<file path="src/rtl/icf_pkg.sv">
// constants and types for the interrupt and cpu flag block
// assumes a 16-bit processor core with an i/o bank/port register access
package icf_pkg;
  localparam int          ICF_W          = 16;
  localparam logic [3:0]  ICF_BANK_IRQ   = 4'h0;
  localparam logic [2:0]  ICF_PORT_PEND  = 3'h4;
  localparam logic [2:0]  ICF_PORT_MASK  = 3'h5;
  localparam logic [2:0]  ICF_PORT_CLR   = 3'h6;
  localparam logic [15:0] ICF_PEND_RST   = 16'h0000;
  localparam logic [15:0] ICF_MASK_RST   = 16'hffff;
  localparam int          ICF_NMI_BIT    = 15;
  localparam int          ICF_EXT_BIT    = 14;
  localparam int          ICF_RSVD_BIT   = 13;
  localparam int          ICF_SV_EXCESS  = 15;
  localparam int          ICF_SV_SAT     = 14;
  localparam int          ICF_SV_BLOCK   = 13;
  localparam int          ICF_SV_PTR     = 8;
  localparam int          ICF_SV_ZERO    = 1;
  localparam int          ICF_SV_PAGE    = 0;
  localparam logic [15:0] ICF_SV_ONES    = 16'h1efc;
  localparam logic [11:0] ICF_VECTOR     = 12'h002;
  localparam logic        ICF_SAVE_PAGE  = 1'b1;
  typedef enum logic [3:0] {
    ICF_OP_NONE, ICF_OP_BLOCK, ICF_OP_UNBLOCK, ICF_OP_LOAD_FLAGS, ICF_OP_SAVE_FLAGS,
    ICF_OP_LOAD_PTR, ICF_OP_MODIFY_PTR, ICF_OP_INDIRECT, ICF_OP_LOAD_PAGE,
    ICF_OP_LOAD_PAGE_CONST, ICF_OP_BRANCH_EXCESS, ICF_OP_SAT_ON, ICF_OP_SAT_OFF
  } icf_op_e;
endpackage

</file>
<file path="src/rtl/icf_flags_if.sv">
// status bits passed between the top and the address former
// assumes a single clock domain
`timescale 1ns/1ps
interface icf_flags_if;
  logic ptr_select;
  logic page_bit;
  modport owner (output ptr_select, output page_bit);
  modport user  (input  ptr_select, input  page_bit);
endinterface

</file>
<file path="src/rtl/icf_top.sv">
// interrupt gathering and cpu status flag logic
// assumes the core decodes ops and presents them for one cycle each
//
// Behaviour
// saved word: excess 15, saturate 14, block 13, ptr 8, page 0, bit1 zero
// load flags overwrites all status bits except the global block bit
// block bit set by block op and reset, cleared by unblock op
// block bit holds off maskable interrupts only, never the non-maskable one
// ptr select picks aux pointer zero or one, updated by listed ops
// direct address is page bit over seven instruction bits
// excess flag set on overflow, cleared by reset, branch or load flags
// saturate enable clamps overflowed accumulator; set, cleared, loaded
// direct save flags targets page one; indirect uses selected pointer
// save flags leaves all status bits unchanged
// both external requests detected on a falling pin edge
// each event sets its pending bit until software clears it; the nmi bit also clears itself when the cpu accepts it
// unmasked pending bit raises the cpu request; masked ones stay latched
// request with block clear pushes pc and vectors to word two
// taking any interrupt sets the block bit
// non-maskable bypasses mask and block; mask bit 15 does not mask it
// writing ones to pending clear clears those pending bits
// pending, mask, clear at bank zero, ports four, five, six
// pending bit positions of each interrupt source
// software keeps reserved bit 13 pending zero and masked
// software clears pending bits only through pending clear
// service routine reads pending, clears flag, then unblocks
// reset clears pending bits and sets all mask bits
// cpu request drops when the cpu takes the interrupt
`timescale 1ns/1ps
module icf_top (
  input  wire logic                   clk,
  input  wire logic                   rst_b,
  input  wire logic                   nonmask_irq_pin,
  input  wire logic                   external_irq_pin,
  input  wire logic                   tmr3_serial_irq,
  input  wire logic                   cap3_irq,
  input  wire logic                   cap2_irq,
  input  wire logic                   cap1_irq,
  input  wire logic                   cap0_irq,
  input  wire logic                   cmp1_irq,
  input  wire logic                   cmp0_irq,
  input  wire logic                   tmr2_irq,
  input  wire logic                   tmr1_irq,
  input  wire logic                   rx_irq,
  input  wire logic                   tx_irq,
  input  wire logic                   watchdog_irq,
  input  wire logic                   bitio_irq,
  input  wire icf_pkg::icf_op_e       op,
  input  wire logic                   op_ptr_value,
  input  wire logic                   op_page_value,
  input  wire logic [15:0]            load_word,
  input  wire logic [6:0]             instr_low,
  input  wire logic                   indirect,
  input  wire logic [7:0]             aux_ptr_zero,
  input  wire logic [7:0]             aux_ptr_one,
  input  wire logic                   acc_overflow,
  input  wire logic                   acc_overflow_neg,
  input  wire logic [31:0]            acc_raw,
  input  wire logic                   irq_accept,
  input  wire logic                   io_wr,
  input  wire logic                   io_rd,
  input  wire logic [3:0]             io_bank,
  input  wire logic [2:0]             io_port,
  input  wire logic [15:0]            io_wdata,
  output logic      [15:0]            io_rdata,
  output logic                        io_hit,
  output logic                        cpu_irq_request,
  output logic                        nmi_request,
  output logic                        take_irq,
  output logic      [11:0]            vector_addr,
  output logic      [15:0]            saved_flags,
  output logic      [7:0]             data_addr,
  output logic      [31:0]            acc_result,
  output logic                        ptr_select,
  output logic                        page_bit,
  output logic                        irq_global_block,
  output logic                        excess_flag,
  output logic                        saturate_enable
);
  import icf_pkg::*;

  ////////////////////////////////////////////////////////////////////////////
  // pin edges and event vector
  logic nmi_fall;
  logic ext_fall;
  icf_edge_sync u_nmi_sync (
    .clk   (clk),
    .rst_b (rst_b),
    .pin   (nonmask_irq_pin),
    .fall  (nmi_fall)
  );
  icf_edge_sync u_ext_sync (
    .clk   (clk),
    .rst_b (rst_b),
    .pin   (external_irq_pin),
    .fall  (ext_fall)
  );

  wire [15:0] events = {nmi_fall, ext_fall, 1'b0, tmr3_serial_irq,
                        cap3_irq, cap2_irq, cap1_irq, cap0_irq,
                        cmp1_irq, cmp0_irq, tmr2_irq, tmr1_irq,
                        rx_irq, tx_irq, watchdog_irq, bitio_irq};

  ////////////////////////////////////////////////////////////////////////////
  // i/o register decode
  wire bank_hit = (io_bank == ICF_BANK_IRQ);
  wire sel_pend = bank_hit && (io_port == ICF_PORT_PEND);
  wire sel_mask = bank_hit && (io_port == ICF_PORT_MASK);
  wire sel_clr  = bank_hit && (io_port == ICF_PORT_CLR);
  wire wr_pend  = io_wr && sel_pend;
  wire wr_mask  = io_wr && sel_mask;
  wire wr_clr   = io_wr && sel_clr;
  wire rd_any   = io_rd && (sel_pend || sel_mask);

  logic [15:0] pending_flags_ff;
  logic [15:0] mask_bits_ff;
  logic [15:0] nxt_pending;
  logic [15:0] nxt_mask;
  logic [15:0] io_rdata_ff;
  logic        io_hit_ff;
  logic        ptr_select_ff;
  logic        page_bit_ff;
  logic        irq_global_block_ff;
  logic        excess_flag_ff;
  logic        saturate_enable_ff;
  logic        served_ff;

  ////////////////////////////////////////////////////////////////////////////
  // pending and mask bits
  // a direct write is honoured but events in the same cycle still win
  wire [15:0] pend_written = wr_pend ? io_wdata : pending_flags_ff;
  wire [15:0] pend_cleared = wr_clr ? (pend_written & ~io_wdata) : pend_written;
  // nmi bit is self-cleared on acceptance so one edge gives one entry
  wire [15:0] nmi_ack      = {(irq_accept && pending_flags_ff[ICF_NMI_BIT]), 15'h0000};
  assign nxt_pending = (pend_cleared & ~nmi_ack) | events;
  assign nxt_mask    = wr_mask ? io_wdata : mask_bits_ff;

  always_ff @(posedge clk)
  begin
    if (!rst_b)
    begin
      pending_flags_ff <= ICF_PEND_RST;
      mask_bits_ff     <= ICF_MASK_RST;
    end
    else
    begin
      pending_flags_ff <= nxt_pending;
      mask_bits_ff     <= nxt_mask;
    end
  end

  wire [15:0] rd_mux = sel_pend ? pending_flags_ff : mask_bits_ff;
  always_ff @(posedge clk)
  begin
    if (!rst_b)
    begin
      io_rdata_ff <= 16'h0000;
      io_hit_ff   <= 1'b0;
    end
    else
    begin
      io_rdata_ff <= rd_any ? rd_mux : 16'h0000;
      io_hit_ff   <= rd_any;
    end
  end
  assign io_rdata = io_rdata_ff;
  assign io_hit   = io_hit_ff;

  ////////////////////////////////////////////////////////////////////////////
  // request to the cpu
  // mask bit 15 is ignored; the nmi has its own path
  wire        nmi_pend   = pending_flags_ff[ICF_NMI_BIT];
  wire [14:0] unmasked   = pending_flags_ff[14:0] & ~mask_bits_ff[14:0];
  wire        mask_req   = |unmasked;
  // request drops when the cpu takes it and stays low until unblock or until
  // no unmasked pending bit remains; a source still pending then asks again
  wire        served_set = irq_accept && take_irq && !nmi_pend;
  wire        served_clr = (op == ICF_OP_UNBLOCK) || !mask_req;
  wire        nxt_served = served_set ? 1'b1 : (served_clr ? 1'b0 : served_ff);
  assign cpu_irq_request = mask_req && !served_ff; // see
  assign nmi_request     = nmi_pend;
  assign take_irq        = nmi_pend || (cpu_irq_request && !irq_global_block_ff);
  // the cpu pushes pc on irq_accept and jumps to the vector
  assign vector_addr     = ICF_VECTOR;
  wire   accept_ok       = irq_accept && take_irq;

  always_ff @(posedge clk)
  begin
    if (!rst_b)
      served_ff <= 1'b0;
    else
      served_ff <= nxt_served;
  end

  ////////////////////////////////////////////////////////////////////////////
  // status word

  wire is_load = (op == ICF_OP_LOAD_FLAGS);
  wire ptr_upd = (op == ICF_OP_LOAD_PTR) || (op == ICF_OP_MODIFY_PTR) ||
                 (op == ICF_OP_INDIRECT);
  wire page_upd = (op == ICF_OP_LOAD_PAGE) || (op == ICF_OP_LOAD_PAGE_CONST);

  wire nxt_ptr  = is_load ? load_word[ICF_SV_PTR] :
                  ptr_upd ? op_ptr_value : ptr_select_ff;
  wire nxt_page = is_load ? load_word[ICF_SV_PAGE] :
                  page_upd ? op_page_value : page_bit_ff;
  // load flags never touches the block bit
  wire nxt_block = accept_ok ? 1'b1 :
                   (op == ICF_OP_BLOCK)   ? 1'b1 :
                   (op == ICF_OP_UNBLOCK) ? 1'b0 : irq_global_block_ff; // see see
  // overflow in the same cycle as a clearing op wins
  wire nxt_excess = acc_overflow ? 1'b1 :
                    is_load ? load_word[ICF_SV_EXCESS] :
                    (op == ICF_OP_BRANCH_EXCESS) ? 1'b0 : excess_flag_ff;
  wire nxt_sat = is_load ? load_word[ICF_SV_SAT] :
                 (op == ICF_OP_SAT_ON)  ? 1'b1 :
                 (op == ICF_OP_SAT_OFF) ? 1'b0 : saturate_enable_ff; // see

  always_ff @(posedge clk)
  begin
    if (!rst_b)
    begin
      ptr_select_ff       <= 1'b0;
      page_bit_ff         <= 1'b0;
      irq_global_block_ff <= 1'b1;
      excess_flag_ff      <= 1'b0;
      saturate_enable_ff  <= 1'b0;
    end
    else
    begin
      // save flags falls through with all bits held
      ptr_select_ff       <= nxt_ptr;
      page_bit_ff         <= nxt_page;
      irq_global_block_ff <= nxt_block;
      excess_flag_ff      <= nxt_excess;
      saturate_enable_ff  <= nxt_sat;
    end
  end

  assign ptr_select       = ptr_select_ff;
  assign page_bit         = page_bit_ff;
  assign irq_global_block = irq_global_block_ff;
  assign excess_flag      = excess_flag_ff;
  assign saturate_enable  = saturate_enable_ff;

  ////////////////////////////////////////////////////////////////////////////
  // save image and addressing
  logic [15:0] nxt_saved;
  logic [15:0] saved_ff;
  always_comb
  begin
    nxt_saved                = ICF_SV_ONES;
    nxt_saved[ICF_SV_EXCESS] = excess_flag_ff;
    nxt_saved[ICF_SV_SAT]    = saturate_enable_ff;
    nxt_saved[ICF_SV_BLOCK]  = irq_global_block_ff;
    nxt_saved[ICF_SV_PTR]    = ptr_select_ff;
    nxt_saved[ICF_SV_ZERO]   = 1'b0;
    nxt_saved[ICF_SV_PAGE]   = page_bit_ff;
  end
  always_ff @(posedge clk)
  begin
    if (!rst_b)
      saved_ff <= 16'h0000;
    else
      saved_ff <= nxt_saved;
  end
  assign saved_flags = saved_ff;

  icf_flags_if u_flags ();
  assign u_flags.ptr_select = ptr_select_ff;
  assign u_flags.page_bit   = page_bit_ff;

  wire save_direct = (op == ICF_OP_SAVE_FLAGS) && !indirect;
  icf_addr_form u_addr (
    .flags        (u_flags),
    .instr_low    (instr_low),
    .indirect     (indirect),
    .save_direct  (save_direct),
    .aux_ptr_zero (aux_ptr_zero),
    .aux_ptr_one  (aux_ptr_one),
    .data_addr    (data_addr)
  ); // see see

  ////////////////////////////////////////////////////////////////////////////
  // accumulator saturation
  wire [31:0] sat_val = acc_overflow_neg ? 32'h80000000 : 32'h7fffffff;
  wire [31:0] nxt_acc = (acc_overflow && saturate_enable_ff) ? sat_val : acc_raw;
  logic [31:0] acc_ff;
  always_ff @(posedge clk)
  begin
    if (!rst_b)
      acc_ff <= 32'h00000000;
    else
      acc_ff <= nxt_acc;
  end
  assign acc_result = acc_ff;
endmodule

</file>
<file path="src/rtl/icf_edge_sync.sv">
// two-flop synchroniser with falling edge pulse
// assumes an asynchronous pin input, idle high
`timescale 1ns/1ps
module icf_edge_sync (
  input  wire logic clk,
  input  wire logic rst_b,
  input  wire logic pin,
  output logic      fall
);
  logic s1_ff;
  logic s2_ff;
  logic s3_ff;
  always_ff @(posedge clk)
  begin
    if (!rst_b)
    begin
      s1_ff <= 1'b0;
      s2_ff <= 1'b0;
      s3_ff <= 1'b0;
    end
    else
    begin
      s1_ff <= pin;
      s2_ff <= s1_ff;
      s3_ff <= s2_ff;
    end
  end
  // flops reset low: a pin held low through reset and raised later gives no event
  assign fall = s3_ff & ~s2_ff;
endmodule

</file>
<file path="src/rtl/icf_addr_form.sv">
// direct and indirect data address former
// assumes aux pointers come from the core register file
`timescale 1ns/1ps
module icf_addr_form (
  icf_flags_if.user  flags,
  input  wire logic [6:0]  instr_low,
  input  wire logic        indirect,
  input  wire logic        save_direct,
  input  wire logic [7:0]  aux_ptr_zero,
  input  wire logic [7:0]  aux_ptr_one,
  output logic      [7:0]  data_addr
);
  import icf_pkg::*;
  wire       page_used = save_direct ? ICF_SAVE_PAGE : flags.page_bit;
  wire [7:0] direct_a  = {page_used, instr_low};
  wire [7:0] ind_a     = flags.ptr_select ? aux_ptr_one : aux_ptr_zero;
  assign data_addr = indirect ? ind_a : direct_a;
endmodule

</file>
<file path="config.mk">
export PLATFORM = sky130hd
export DESIGN_NAME = icf_top
export DESIGN_NICKNAME = d
export VERILOG_FILES = /design/src/rtl/icf_pkg.sv /design/src/rtl/icf_flags_if.sv /design/src/rtl/icf_top.sv /design/src/rtl/icf_edge_sync.sv /design/src/rtl/icf_addr_form.sv
export SDC_FILE = /design/constraint.sdc
export NUM_CORES = 1
export LEC_CHECK = 0
export ABC_AREA = 1
export BUFFER_PORTS_ARGS = -buffer_cell sky130_fd_sc_hd__buf_4
export CAP_MARGIN = 40
export CORE_MARGIN = 3
export CORE_UTILIZATION = 48
export DETAILED_ROUTE_END_ITERATION = 12
export GPL_TIMING_DRIVEN = 0
export PLACE_DENSITY_LB_ADDON = 0.2
export SLEW_MARGIN = 20
export SYNTH_ARGS = -nofsm -noshare
export SYNTH_HDL_FRONTEND = slang
export SYNTH_SLANG_ARGS = --single-unit
</file>
<file path="constraint.sdc">
create_clock -name clk -period 4.56 [get_ports clk]
set_input_delay 1.368 -clock clk [delete_from_list [all_inputs] [get_ports clk]]
set_output_delay 1.368 -clock clk [all_outputs]
set_load 0.01 [all_outputs]
</file>
==> flow_summary.ini <==
[run_status]
status = complete, no violations

[timing]
worst_slack_ns = 0.829
drv_slew = 0
maxSlewHeadroom = 0.625
tightest_slew_ns = 0.562
grt_setup_unrepaired = no
fin_crit_sh = 0.818
max_freq_mhz = 268
hold_viol = 0
finalSetupViolCount = 0
period_minus_slack_ns = 3.73
finalSetupTns_ns = 0
fin_skew_ns = 0.0163

[routing]
final_antenna_net_count = 0
avgRoutedWirePerCell_um = 13.7
drcViolationCount = 0
routed_wl_um = 11900
num_vias = 4169
avgViaCountPerCell = 4.77
drtIter0Drc = 178
dr.pass1.iters = 4

[synthesis]
synth_edf_count = 0
post-synth-top-area-fraction = 0.485
synth_ff_type = dfxtp_1
synthCells = 553
ys_warn_count = 0
synth_seq_cells = 99
async_flop_share = 0
ys_seq_area_frac = 0.485
synth.avg_cell_area_um2 = 7.39
ys_types = 29
synth_top_area_cell = dfxtp_1
synth_area_um2 = 4090
netlist_top_cells_area = dfxtp_1, nand2_1, a21oi_1, inv_1, o21ai_0

[clock_tree]
numCtsBuffers = 9
cts_resized = 0
clkTransAtPathRegs_ns = 0.09
holdBufCountCts = 0
root_buffer = clkbuf_8
htree_num_levels = 3
clockBufferDepth = 2
cts_tree = done
clock-sinks = 99
postCtsSetupRepairBufs = 0
clk_latency_ns = 0.38

[final_layout]
n_antenna_cell = 0
fin_nets = 887
layout-drive-gt1-share = 0.309
post-route-util = 0.711
final_cells = 874
area_growth_pct = 43.7

[grt]
grt_usage = 0.242
grt_overflow_total = 0
grt_max_degree = 20
grt_pass1_vias = 4061
grt_pass1_wl_um = 19000
antenna_found_initial = 0

[floorplanning]
ios = 216
dieArea_um2 = 9660
initial_core_util = 0.495
rows = 33
die_h_um = 98.3
die_w_um = 98.3
core_um2 = 8260

[power]
irDropWorstVdd_mv = 0.173
internal_power_mw = 1.26
p_leak_nw = 3.32
p_sw_frac = 0.271
power.density_nw_per_um2 = 293
switching_power_uw = 466
power_frac_seq = 0.531
finalPower_mw = 1.72
combPwrFrac = 0.156
clkPwrFrac = 0.313

[critical_path]
cp-startpoint = indirect
critPathCaptureType = output port
arrival_ns = 2.36
reg2reg_to = irq_global_block
required_ns = 3.19
regToRegStartpoint = mask_bits_ff[10]
rrSetupSlack_ns = 3.19
worstPathMaxFanout = 10
start_kind = input port
ff2ff_path_depth = 11
crit_end = data_addr[3]
worst-setup-path-type = input port to output port

[placement]
dp_hpwl_um = 9230
place_inst = 858
preCtsSetupSlack_ns = 0.853
portBuffers = 189
gp_routability_congestion = 0.874

[worst_hold_path]
min_path_cells = 2
min_path_type = flop to flop

[flow_run]
cap_violations = 0
how the worst min path moves through the flow:
stage,start,to,slack (ns)
floorplan,u_ext_sync.s1_ff,u_ext_sync.s2_ff,0.39
global placement,u_ext_sync.s1_ff,u_ext_sync.s2_ff,0.39
detailed placement,u_nmi_sync.s1_ff,u_nmi_sync.s2_ff,0.40
CTS,u_nmi_sync.s2_ff,u_nmi_sync.s3_ff,0.43
global route,u_nmi_sync.s2_ff,u_nmi_sync.s3_ff,0.46
finish,u_nmi_sync.s2_ff,u_nmi_sync.s3_ff,0.43
power groups by stage:
stage | sequential, mW | combinational, mW | clock (mW)
detailed placement | 0.933 | 0.268 | 0
floorplan | 0.943 | 0.104 | 0
global route | 0.918 | 0.295 | 0.583
finish | 0.914 | 0.269 | 0.540
global placement | 0.933 | 0.261 | 0
CTS | 0.914 | 0.269 | 0.552
cell usage after synthesis, types with 2 or more instances:
cell	number
a31oi_1	9
inv_1	86
buf_6	2
nor3_1	2
o21ai_0	40
buf_4	22
nand3_1	6
nand2_1	134
nor2_1	25
nand4_1	3
dfxtp_1	99
o32ai_1	2
clkbuf_1	22
a21oi_1	66
conb_1	2
o211ai_1	19
buf_2	2
kinds of logic after synthesis:
logic type | Yosys count | share of synthesized area
simple gates | 174 | 0.170
compound gates | 141 | 0.193
buf+inv | 137 | 0.151
flops | 99 | 0.485
other cells | 2 | 0.00184
metal layers:
metal,track usage,up-vias,part of all wire
li1,-,2138,-
met1,0.270,1851,0.38
met2,0.429,159,0.51
met3,0.0957,21,0.10
met4,0.0651,0,0.014
met5,0,-,0
flip-flops by register name, summed over array words and instances, names as in the netlist, 6 cells and up:
signal            count
acc_result           32
io_rdata             16
mask_bits_ff         16
pending_flags_ff     16
saved_flags           6
final cells by class:
cell class,count,area (µm²)
multi-input cells,328,1530
inverters,87,327
clock inverters,7,70.1
clock buffers,9,124
flip-flops and latches,99,1980
well taps,105,131
plain buffers,50,289
repair buffers,189,1420
fillers,710,2380
cell usage in the layout (no fill, tap or decap), types with 2 or more instances in the layout:
cell	n
nor3_1	2
nor2_1	25
inv_1	86
a31oi_1	9
buf_6	2
clkbuf_8	9
nand4_1	3
buf_4	211
nand3_1	6
nand2_1	134
conb_1	13
a21oi_1	66
o21ai_0	40
o32ai_1	2
clkinv_4	2
o211ai_1	19
inv_6	2
clkbuf_1	22
dfxtp_1	99
buf_2	2
worst max-delay path, stage by stage:
cell and delay (ns):
clkbuf_1 0.23, clkbuf_1 0.38, nor2_1 0.10, a31oi_1 0.14, buf_4 0.14
through the flow:
stage / hold slack, ns / cell area [µm²]
6_report: 0.428 / 5870
5_1_grt: 0.456 / 5870
4_1_cts: 0.430 / 5870
3_5_place_dp: 0.399 / 5680
3_3_place_gp: 0.392 / 5680
2_1_floorplan: 0.390 / 4130
Note: power is estimated with default switching activity, not from simulation.
